==> config.mk <==
export PLATFORM = sky130hd
export DESIGN_NAME = lpw_sequencer
export DESIGN_NICKNAME = d
export VERILOG_FILES = /design/src/lpw_pkg.sv /design/src/lpw_sequencer.sv
export VERILOG_INCLUDE_DIRS = /design/src
export SDC_FILE = /design/constraint.sdc
export NUM_CORES = 1
export LEC_CHECK = 0
export BUFFER_PORTS_ARGS = -buffer_cell sky130_fd_sc_hd__buf_2
export CAP_MARGIN = 10
export CORE_MARGIN = 3
export CORE_UTILIZATION = 25
export CTS_CLUSTER_DIAMETER = 80
export DETAILED_ROUTE_END_ITERATION = 10
export GPL_TIMING_DRIVEN = 0
export PLACE_DENSITY = 0.47
export SETUP_SLACK_MARGIN = 0.05
export SLEW_MARGIN = 15
export SYNTH_ARGS = -nofsm -noshare
export SYNTH_HDL_FRONTEND = slang
export SYNTH_SLANG_ARGS = --single-unit
==> constraint.sdc <==
create_clock -name clk -period 5.3 [get_ports clk]
set_input_delay 0.795 -clock clk [delete_from_list [all_inputs] [get_ports clk]]
set_output_delay 0.795 -clock clk [all_outputs]
set_load 0.01 [all_outputs]
==> src/lpw_regs.svh <==
// Register offsets, field positions, reset values and timing counts
`ifndef LPW_REGS_SVH
`define LPW_REGS_SVH
// ------------------------------------------------------------
// Register byte offsets
// ------------------------------------------------------------
`define LPW_OFS_MODE 12'h000
`define LPW_OFS_PGATE 12'h004
`define LPW_OFS_CLKCFG 12'h008
`define LPW_OFS_STATUS 12'h00c
// ------------------------------------------------------------
// Field positions
// ------------------------------------------------------------
`define LPW_MODE_LSB 0
`define LPW_MODE_MSB 1
`define LPW_SRC_BIT 2
`define LPW_CPUDIV_LSB 0
`define LPW_CPUDIV_MSB 7
`define LPW_USBDIV_LSB 8
`define LPW_USBDIV_MSB 15
`define LPW_PLLEN_BIT 16
`define LPW_ST_LSB 0
`define LPW_ST_MSB 2
`define LPW_FRDY_BIT 3
// ------------------------------------------------------------
// Reset values
// ------------------------------------------------------------
`define LPW_MODE_RST 3'h0
`define LPW_CLKCFG_RST 17'h00000
// ------------------------------------------------------------
// Timing: times as printed, counts derived for a 25 MHz clock
// ------------------------------------------------------------
`define LPW_CLK_MHZ 25
`define LPW_IRC_MHZ 4
`define LPW_IRC_START_US 60
`define LPW_IRC_WAKE_OSC 4
`define LPW_FLASH_US 100
`define LPW_OSC_WAKE_OSC 4096
`define LPW_IRC_START_CYC (`LPW_IRC_START_US * `LPW_CLK_MHZ)
`define LPW_IRC_WAKE_CYC \
    ((`LPW_IRC_WAKE_OSC * `LPW_CLK_MHZ + `LPW_IRC_MHZ - 1) / `LPW_IRC_MHZ)
`define LPW_FLASH_IRC_CNT (`LPW_FLASH_US * `LPW_IRC_MHZ)
`define LPW_FLASH_CYC (`LPW_FLASH_US * `LPW_CLK_MHZ)
`endif

==> src/lpw_pkg.sv <==
// Types shared by the low-power mode and wake sequencer
`default_nettype none
package lpw_pkg;
    // --------------------------------------------------------
    // Low-power mode codes written by software
    // --------------------------------------------------------
    typedef enum logic [1:0] {
        LPW_M_SLEEP = 2'h0,
        LPW_M_DSLEEP = 2'h1,
        LPW_M_PDOWN = 2'h2,
        LPW_M_RSVD = 2'h3
    } lpw_mode_t;
    // --------------------------------------------------------
    // Sequencer states, Gray coded in the order listed
    // --------------------------------------------------------
    typedef enum logic [2:0] {
        LPW_S_RUN = 3'h0,
        LPW_S_SLEEP = 3'h1,
        LPW_S_DSLEEP = 3'h3,
        LPW_S_PDOWN = 3'h2,
        LPW_S_OSCUP = 3'h6,
        LPW_S_WCNT = 3'h7,
        LPW_S_DPD = 3'h5
    } lpw_state_t;
    // --------------------------------------------------------
    // APB request and answer
    // --------------------------------------------------------
    typedef struct packed {
        logic psel;
        logic penable;
        logic pwrite;
        logic [11:0] paddr;
        logic [31:0] pwdata;
    } lpw_apb_req_t;
    typedef struct packed {
        logic pready;
        logic pslverr;
        logic [31:0] prdata;
    } lpw_apb_rsp_t;
    // --------------------------------------------------------
    // Power and clock controls driven to the chip
    // --------------------------------------------------------
    typedef struct packed {
        logic core_clk_en;
        logic int_clk_en;
        logic main_osc_en;
        logic irc_out_en;
        logic irc_pwr_en;
        logic flash_pwr_en;
        logic flash_ready;
        logic rtc_osc_en;
        logic chip_pwr_en;
        logic core_wake;
    } lpw_pwr_t;
endpackage : lpw_pkg
`default_nettype wire

==> src/lpw_sequencer.sv <==
// Low-power mode controller and wake sequencer with APB registers
//
// The APB interface to the registers and the address map are this design's own decisions.
`timescale 1ns/1ps
`default_nettype none
`include "lpw_regs.svh"
// Contract
// RULE1: Sleep stops the core clock; peripherals keep running and interrupt.
// RULE2: Sleep suspends execution until reset or interrupt.
// RULE3: Sleep exit only re-enables the core clock.
// RULE4: Deep-sleep stops main oscillator and all internal clocks; state kept.
// RULE5: Deep-sleep gates the internal RC output but keeps it powered.
// RULE6: RTC oscillator keeps running in deep-sleep.
// RULE7: Deep-sleep entry turns PLL off and clears CPU and USB dividers.
// RULE8: Deep-sleep ends only on reset or a clockless wake interrupt.
// RULE9: Flash power stays on throughout deep-sleep.
// RULE10: Deep-sleep wake from internal RC resumes after 4 oscillator cycles.
// RULE11: Deep-sleep wake from main oscillator resumes after 4096 cycles.
// RULE12: Software reconfigures PLL and dividers after deep-sleep or power-down.
// RULE13: Power-down also removes power from internal RC and flash.
// RULE14: Power-down wake: 60 us RC start-up, then 4 cycles; with main oscillator the code waits OSC_WAKE_CYC.
// RULE15: Flash timer covers 100 us start-up before flash access.
// RULE16: Every power-down wake passes through the wake-up timer.
// RULE17: Deep power-down is entered only on request from the RTC.
// RULE18: Deep power-down removes power except RTC and reset pin.
// RULE19: Deep power-down wakes only on reset pin or RTC alarm.
// RULE20: Interrupt controller hands over wake mask on deep mode entry.
// RULE21: Wake logic watches masked interrupts and wakes without polling.
// RULE22: Each peripheral clock is gated by its own control bit.
// RULE23: Software selects mode; wait-for-interrupt enters it, mode held stable.
module lpw_sequencer #(
    parameter int N_IRQ = 32,
    parameter int N_PERIPH = 32,
    parameter logic [15:0] OSC_WAKE_CYC = 16'(`LPW_OSC_WAKE_OSC)
) (
    // Clock, reset, enable
    input wire logic clk,
    input wire logic sys_rst,
    input wire logic clk_en,
    // APB slave
    input wire lpw_pkg::lpw_apb_req_t apb_req,
    output lpw_pkg::lpw_apb_rsp_t apb_rsp,
    // Processor core and nested_interrupt_ctrl
    input wire logic core_wfi,
    input wire logic [N_IRQ-1:0] nic_wake_mask,
    // Asynchronous wake sources and RTC domain
    input wire logic [N_IRQ-1:0] irq_in,
    input wire logic rtc_dpd_req,
    input wire logic rtc_alarm,
    // Power, clock and reconfiguration controls
    output lpw_pkg::lpw_pwr_t pwr_ctl,
    output logic pll_en,
    output logic [7:0] cpu_div,
    output logic [7:0] usb_div,
    output logic [N_PERIPH-1:0] periph_clk_en,
    output logic [2:0] seq_state
);
    import lpw_pkg::*;

    // --------------------------------------------------------
    // Synchronisers for pins and the RTC domain
    // --------------------------------------------------------
    logic [N_IRQ+1:0] sync1_reg;
    logic [N_IRQ+1:0] sync2_reg;

    wire [N_IRQ-1:0] irq_s = sync2_reg[N_IRQ-1:0];
    wire dpd_req_s = sync2_reg[N_IRQ];
    wire alarm_s = sync2_reg[N_IRQ+1];

    // Two flops per line; first stage feeds only the second
    always_ff @(posedge clk) begin
        if (sys_rst) begin
            sync1_reg <= '0;
            sync2_reg <= '0;
        end else if (clk_en) begin
            sync1_reg <= {rtc_alarm, rtc_dpd_req, irq_in};
            sync2_reg <= sync1_reg;
        end
    end

    // --------------------------------------------------------
    // Registers and sequencer state
    // --------------------------------------------------------
    logic [2:0] mode_reg;
    logic [N_PERIPH-1:0] pgate_reg;
    logic [16:0] clkcfg_reg;
    logic [16:0] clkcfg_next;

    lpw_state_t state_reg;
    lpw_state_t state_next;

    logic [N_IRQ-1:0] mask_reg;
    logic [15:0] wcnt_reg;
    logic [15:0] wcnt_next;
    logic [15:0] fcnt_reg;
    logic [15:0] fcnt_next;

    logic from_pd_reg;
    lpw_pwr_t pwr_next;

    lpw_apb_rsp_t rsp_reg;

    // --------------------------------------------------------
    // APB decode
    // --------------------------------------------------------
    // Answer one cycle into the access phase; pready is a flop
    wire acc = apb_req.psel && apb_req.penable && !rsp_reg.pready;
    wire hit_mode = apb_req.paddr == `LPW_OFS_MODE;
    wire hit_pgate = apb_req.paddr == `LPW_OFS_PGATE;
    wire hit_cfg = apb_req.paddr == `LPW_OFS_CLKCFG;
    wire hit_stat = apb_req.paddr == `LPW_OFS_STATUS;
    wire hit_any = hit_mode || hit_pgate || hit_cfg || hit_stat;


    wire wr = acc && apb_req.pwrite;
    wire [31:0] wd = apb_req.pwdata;

    wire [31:0] rd_mode = {29'h0, mode_reg};
    wire [31:0] rd_pgate = 32'(pgate_reg);
    wire [31:0] rd_cfg = {15'h0, clkcfg_reg};
    wire [31:0] rd_stat = {28'h0, pwr_ctl.flash_ready, state_reg};
    wire [31:0] rd_data = hit_mode ? rd_mode :
                          hit_pgate ? rd_pgate :
                          hit_cfg ? rd_cfg :
                          hit_stat ? rd_stat : 32'h0;

    // --------------------------------------------------------
    // Wake detection and mode selection
    // --------------------------------------------------------
    // Purely combinational watch: no periodic polling is needed
    wire irq_masked = |(irq_s & mask_reg); // see RULE21
    wire irq_any = |irq_s;

    wire src_main = mode_reg[`LPW_SRC_BIT];
    wire [1:0] sel_mode = mode_reg[`LPW_MODE_MSB:`LPW_MODE_LSB];

    wire deep_entry = (state_reg == LPW_S_RUN) && core_wfi &&
                      (sel_mode == LPW_M_DSLEEP || sel_mode == LPW_M_PDOWN);
    // Mode code 3 is refused so deep power-down has no software path
    wire wfi_ok = core_wfi && sel_mode != LPW_M_RSVD; // see RULE17

    wire [15:0] resume_cyc = src_main ? OSC_WAKE_CYC :
                             16'(`LPW_IRC_WAKE_CYC);

    // --------------------------------------------------------
    // Next-state logic
    // --------------------------------------------------------
    always_comb begin
        state_next = state_reg;
        wcnt_next = wcnt_reg;
        case (state_reg)
            LPW_S_RUN: begin
                if (dpd_req_s) begin
                    state_next = LPW_S_DPD; // see RULE17
                end else if (wfi_ok) begin
                    // Entered on wait-for-interrupt, mode as written
                    case (sel_mode) // see RULE23
                        LPW_M_SLEEP: state_next = LPW_S_SLEEP;
                        LPW_M_DSLEEP: state_next = LPW_S_DSLEEP;
                        default: state_next = LPW_S_PDOWN;
                    endcase
                end
            end
            LPW_S_SLEEP: begin
                // Any peripheral interrupt restarts the core clock
                if (irq_any) begin
                    state_next = LPW_S_RUN; // see RULE2, RULE3
                end
            end
            LPW_S_DSLEEP: begin
                if (irq_masked) begin
                    state_next = LPW_S_WCNT; // see RULE8
                    wcnt_next = resume_cyc; // see RULE10, RULE11
                end
            end
            LPW_S_PDOWN: begin
                if (irq_masked) begin
                    state_next = LPW_S_OSCUP; // see RULE16
                    wcnt_next = 16'(`LPW_IRC_START_CYC); // see RULE14
                end
            end
            LPW_S_OSCUP: begin
                if (wcnt_reg <= 16'h0001) begin
                    state_next = LPW_S_WCNT;
                    wcnt_next = resume_cyc; // see RULE14
                end else begin
                    wcnt_next = wcnt_reg - 16'h0001;
                end
            end
            LPW_S_WCNT: begin
                if (wcnt_reg <= 16'h0001) begin
                    state_next = LPW_S_RUN;
                    wcnt_next = 16'h0000;
                end else begin
                    wcnt_next = wcnt_reg - 16'h0001;
                end
            end
            LPW_S_DPD: begin
                // Only the alarm wakes it; the reset pin is sys_rst
                if (alarm_s) begin
                    state_next = LPW_S_OSCUP; // see RULE19
                    wcnt_next = 16'(`LPW_IRC_START_CYC);
                end
            end
            default: state_next = LPW_S_RUN;
        endcase
    end

    // --------------------------------------------------------
    // Flash wake timer, started when power-down or DPD ends
    // --------------------------------------------------------
    wire flash_start = (state_reg == LPW_S_PDOWN ||
                        state_reg == LPW_S_DPD) &&
                       state_next == LPW_S_OSCUP;
    assign fcnt_next = flash_start ? 16'(`LPW_FLASH_CYC) :
                       (fcnt_reg != 16'h0000) ?
                       fcnt_reg - 16'h0001 : 16'h0000; // see RULE15

    // --------------------------------------------------------
    // Clock configuration: cleared by hardware on deep entry
    // --------------------------------------------------------
    // Hardware clear wins; software must rewrite after waking
    always_comb begin
        clkcfg_next = clkcfg_reg;
        if (wr && hit_cfg) begin
            clkcfg_next = wd[16:0]; // see RULE12
        end
        if (deep_entry || (state_reg == LPW_S_RUN && dpd_req_s)) begin
            clkcfg_next = `LPW_CLKCFG_RST; // see RULE7
        end
    end

    // --------------------------------------------------------
    // Power controls derived from the next state
    // --------------------------------------------------------
    wire nx_run = state_next == LPW_S_RUN;
    wire nx_sleep = state_next == LPW_S_SLEEP;
    wire nx_pd = state_next == LPW_S_PDOWN;
    wire nx_dpd = state_next == LPW_S_DPD;

    wire nx_pdlike = nx_pd || nx_dpd ||
                     ((state_next == LPW_S_OSCUP ||
                       state_next == LPW_S_WCNT) &&
                      (from_pd_reg || flash_start));

    wire flash_on = !nx_pdlike || state_next == LPW_S_WCNT ||
                    state_next == LPW_S_OSCUP;
    always_comb begin
        pwr_next.core_clk_en = nx_run; // see RULE1
        pwr_next.int_clk_en = nx_run || nx_sleep; // see RULE1, RULE4
        pwr_next.main_osc_en = (nx_run || nx_sleep) ||
                               (state_next == LPW_S_WCNT && src_main);
        pwr_next.irc_out_en = nx_run || nx_sleep ||
                              state_next == LPW_S_WCNT; // see RULE5
        // RC stays powered in deep-sleep, off only in power-down and DPD
        pwr_next.irc_pwr_en = !(nx_pd || nx_dpd); // see RULE5, RULE13
        // Flash kept up in deep-sleep for quick wake
        pwr_next.flash_pwr_en = flash_on && !nx_pd && !nx_dpd; // see RULE9
        pwr_next.flash_ready = pwr_next.flash_pwr_en &&
                               fcnt_next == 16'h0000; // see RULE15
        pwr_next.rtc_osc_en = 1'b1; // see RULE6
        pwr_next.chip_pwr_en = !nx_dpd; // see RULE18
        pwr_next.core_wake = nx_run && state_reg != LPW_S_RUN;
    end

    // --------------------------------------------------------
    // Sequencer and timer registers
    // --------------------------------------------------------
    always_ff @(posedge clk) begin
        if (sys_rst) begin
            state_reg <= LPW_S_RUN;
            wcnt_reg <= 16'h0000;
            fcnt_reg <= 16'h0000;
            from_pd_reg <= 1'b0;
        end else if (clk_en) begin
            state_reg <= state_next;
            wcnt_reg <= wcnt_next;
            fcnt_reg <= fcnt_next;
            from_pd_reg <= nx_pdlike && !nx_run;
        end
    end

    // Wake mask is captured on entry and held while asleep
    always_ff @(posedge clk) begin
        if (sys_rst) begin
            mask_reg <= '0;
        end else if (clk_en && state_reg == LPW_S_RUN && core_wfi) begin
            mask_reg <= nic_wake_mask; // see RULE20
        end
    end

    // --------------------------------------------------------
    // Software registers
    // --------------------------------------------------------
    // Mode writes are blocked outside run so entry stays stable
    always_ff @(posedge clk) begin
        if (sys_rst) begin
            mode_reg <= `LPW_MODE_RST;
            pgate_reg <= '1;
            clkcfg_reg <= `LPW_CLKCFG_RST;
        end else if (clk_en) begin
            if (wr && hit_mode && state_reg == LPW_S_RUN) begin
                mode_reg <= wd[2:0]; // see RULE23
            end
            if (wr && hit_pgate) begin
                pgate_reg <= wd[N_PERIPH-1:0]; // see RULE22
            end
            clkcfg_reg <= clkcfg_next;
        end
    end

    // --------------------------------------------------------
    // APB answer and registered outputs
    // --------------------------------------------------------
    always_ff @(posedge clk) begin
        if (sys_rst) begin
            rsp_reg <= '0;
        end else if (clk_en) begin
            rsp_reg.pready <= acc;
            rsp_reg.pslverr <= acc && !hit_any;
            rsp_reg.prdata <= (acc && !apb_req.pwrite) ? rd_data : 32'h0;
        end
    end

    // Peripheral clocks follow their gate bit and the internal clocks
    always_ff @(posedge clk) begin
        if (sys_rst) begin
            pwr_ctl <= '0;
            periph_clk_en <= '0;
            seq_state <= 3'h0;
            pll_en <= 1'b0;
            cpu_div <= 8'h00;
            usb_div <= 8'h00;
        end else if (clk_en) begin
            pwr_ctl <= pwr_next;
            periph_clk_en <= pgate_reg &
                {N_PERIPH{pwr_next.int_clk_en}}; // see RULE22, RULE4
            seq_state <= state_next;
            pll_en <= clkcfg_next[`LPW_PLLEN_BIT];
            cpu_div <= clkcfg_next[`LPW_CPUDIV_MSB:`LPW_CPUDIV_LSB];
            usb_div <= clkcfg_next[`LPW_USBDIV_MSB:`LPW_USBDIV_LSB];
        end
    end


    assign apb_rsp = rsp_reg;
endmodule : lpw_sequencer
`default_nettype wire

==> impl_results.md <==
* Slew headroom at 0.3068
* Port Buffers at 210
* Area growth from synthesis to layout at 27.35%
* Nets at between 1,500 and 2,000
* Critical path destination: apb_rsp[14]$_SDFFE_PP0P_
* Maxcap violations at 0
* Critical Path RT at 5.79 ns
* Initial Util at 0.2537
* H-Tree Level Count at 1
* Wire length on met2 at between 15,000 and 20,000 um
* Worst Hold Slack at 0.4481 ns
* DR WL/cell at 19.00 um
* Most frequent cells in the layout: dfxtp_1, buf_2, nor2_1
* DR vias at 9,765
* Post-synthesis register bit count at about 260
* First-pass GRT wire length at 58,350 um
* Post-layout minimum cycle time at 3.158 ns
* Post-synth EDFFs at 0
* Ranking of synthesized cells by area: dfxtp_1, mux2i_1, nor2_1, nand2_1, a21oi_1
* Clock Tree Buf Depth at 3
* Hold Path Class: reg2reg
* Clk root buf: clkbuf_16
* Max VDD drop at 0.2193 mV
* Data arrival, critical path at between 3 and 4 ns
* Drt first pass iters at 7
* CTS buffer count at 30
* Fmax at 0.3166 GHz
* Initial antenna violation count at 2
* Post-CTS resize count at 0
* Most common cell after layout, fill and taps aside: dfxtp_1
* Clock Latency Late Sink at between 0.5 and 0.6 ns
* Syn Nets at around 1,300
* Final WL at 38,400 um
* Reg2Reg Capture Point: periph_clk_en[12]$_SDFFE_PP0P_
* DRC at 0
* DIE HEIGHT at 212.8 um
* Clock Skew at between 0.01 and 0.015 ns
* Chip width at 212.8 um
* Number of core rows at 75
* Post-DP HPWL at 28,500 um
* Post-synth ARST share at 0
* PD cells at 408.3 nW/um^2
* Placed Cells at 1,964
* Reg2reg setup slack at 2.15 ns
* Count of pins over their slew limit at 0
* Pin count of the biggest net entering global routing at 15
* Vias in the first global route at 9,676
* Routability congestion estimate from global placement at 0.8801
* Crit-path cells: buf_2, clkinv_1, or2_2, nor3_1, and3b_1, clkbuf_1, clkbuf_1, a222oi_1, nor2_1
* Worst R2R Path Depth at 10
* Final Hold Fails at 0
* Io pins at 213
* Layout Cells excl Fill at between 2,000 and 2,500
* RSZ-0062 raised after global routing: no
* Buffer and inverter count on the worst path at 4
* Start of the worst register-to-register path: wcnt_reg[4]$_SDFFE_PP0P_
* CP max FO at 10
* Slew at the pin closest to its max-slew limit at 1.040 ns
* Top cell type's share of synthesized area at 0.4908
* Yosys cell types at just under 70
* Worst path slowest cell: clkbuf_1
* Final setup fails at 0
* Crit-path max cell delay at between 0.5 and 0.6 ns
* Most used cell, CP: clkbuf_1
* CP Depth at 9
* WS Path Type: in2reg
* All-layer global routing usage at 0.1666
* Setup TNS at 0 ns
* Syn Std Cell Area at 10,690 um^2
* Setup bufs post-CTS at 0
* Post-route antenna net violation count at 0
* CP Launch Type: input pin
* Hold buffers post-CTS at 0
* Syn_area_per_cell at a little under 9 um^2
* Share of cells above drive strength 1 at 0.1973
* Outcome: completed
* Period utilization at 0.5959
* Top Layer Used: met5
* Reg clk slew, reported paths at 0.06 ns
* Die area at 45,270 um^2
* Pleak at 5.560 nW
* Top FF cell, synth: dfxtp_1
* Vias per Instance at 4.832
* CP startpoint: clk_en
* Syn. warnings at 0
* Met3 WL at 3333 um
* CTS tree: yes
* Sequential-to-total area share from yosys stat at 0.4908
* Total gr overflow at 0
* CTS Sinks at 262
* Core area at about 42,000 um^2
* Mapped Cells at 1,215
* DR iter-0 viols at 647
* M1 WL at ~17,000 um
* Largest delay share family, worst path: buffers and inverters
* Yosys top cell by area: dfxtp_1
* Setup crit end kind: flip-flop
==> tightest hold or removal path, delay by kind of cell, from the launching register on <==
family | cells | cell delay [ns]
flip-flops | 1 | 0.30
AND/OR/NAND/NOR | 1 | 0.05
AO/OA/AOI/OAI | 1 | 0.05
==> synthesized netlist by cell type (12+ instances only) <==
cell type	n
dfxtp_1	262
nor2_1	166
nand2_1	163
mux2i_1	105
a21oi_1	94
clkbuf_1	67
a22oi_1	59
nand3_1	48
o21ai_0	31
nor3_1	24
nor4_1	24
a222oi_1	13
buf_1	13
nand4_1	12
==> layout make-up <==
cell class                      count  area, um^2
Inverter                           13       48.80
Timing Repair Buffer              210        1051
Tap cell                          539       674.4
Buffer                             91       366.6
Fill cell                        4440       28520
Clock inverter                     17       339.1
Clock buffer                       38       842.1
Antenna cell                        2       5.005
Multi-Input combinational cell    849        5039
Sequential cell                   262        5245
==> worst min path at each step <==
stage          slack [ns]                 startpoint                    endpoint  cells past startpoint
2_1_floorplan        0.43   wcnt_reg[6]$_SDFFE_PP0P_    wcnt_reg[6]$_SDFFE_PP0P_                      2
3_3_place_gp         0.44  mask_reg[26]$_SDFFE_PP0P_   mask_reg[26]$_SDFFE_PP0P_                      2
3_5_place_dp         0.45   wcnt_reg[6]$_SDFFE_PP0P_    wcnt_reg[6]$_SDFFE_PP0P_                      2
4_1_cts              0.42                apb_req[27]  pgate_reg[27]$_SDFFE_PP1P_                      3
5_1_grt              0.43                apb_req[20]  pgate_reg[20]$_SDFFE_PP1P_                      3
6_report             0.45   wcnt_reg[6]$_SDFFE_PP0P_    wcnt_reg[6]$_SDFFE_PP0P_                      2
==> metrics by stage <==
| step | setup WS, ns | utilization | cell area (um^2) | total power [mW] |
|---|---|---|---|---|
| after floorplan | 2.573 | - | 10690 | 2.825 |
| after global placement | 1.257 | 0.2946 | 12410 | 3.124 |
| after detailed placement | 1.581 | 0.2947 | 12420 | 3.134 |
| after CTS | 2.142 | 0.3228 | 13600 | 5.613 |
| after global routing | 1.869 | 0.3230 | 13610 | 5.809 |
| final | 2.142 | 0.3230 | 13610 | 5.557 |
==> cell families (layout without fill, tap and decap cells) <==
logic type | after synthesis | count (layout) | share of synthesized area
mux | 110 | 110 | 0.1068
xor+xnor | 11 | 11 | 0.009014
compound gates | 242 | 242 | 0.1468
other cells | 0 | 2 | 0
fa+ha+maj | 7 | 7 | 0.008194
simple gates | 479 | 479 | 0.1996
flops | 262 | 262 | 0.4908
buf+inv | 104 | 369 | 0.03887
==> routing by layer <==
metal,global-route usage,vias to the layer above
li1,-,4795
met1,0.2111,4605
met2,0.2712,313
met3,0.05760,50
met4,0.04496,2
met5,0,-
==> where the power goes <==
part / internal (mW) / switching, mW
clock network: 1.60 / 0.854
registers: 2.08 / 0.100
logic: 0.354 / 0.565
total: 4.04 / 1.52
Power figures use the tool's default switching activity.
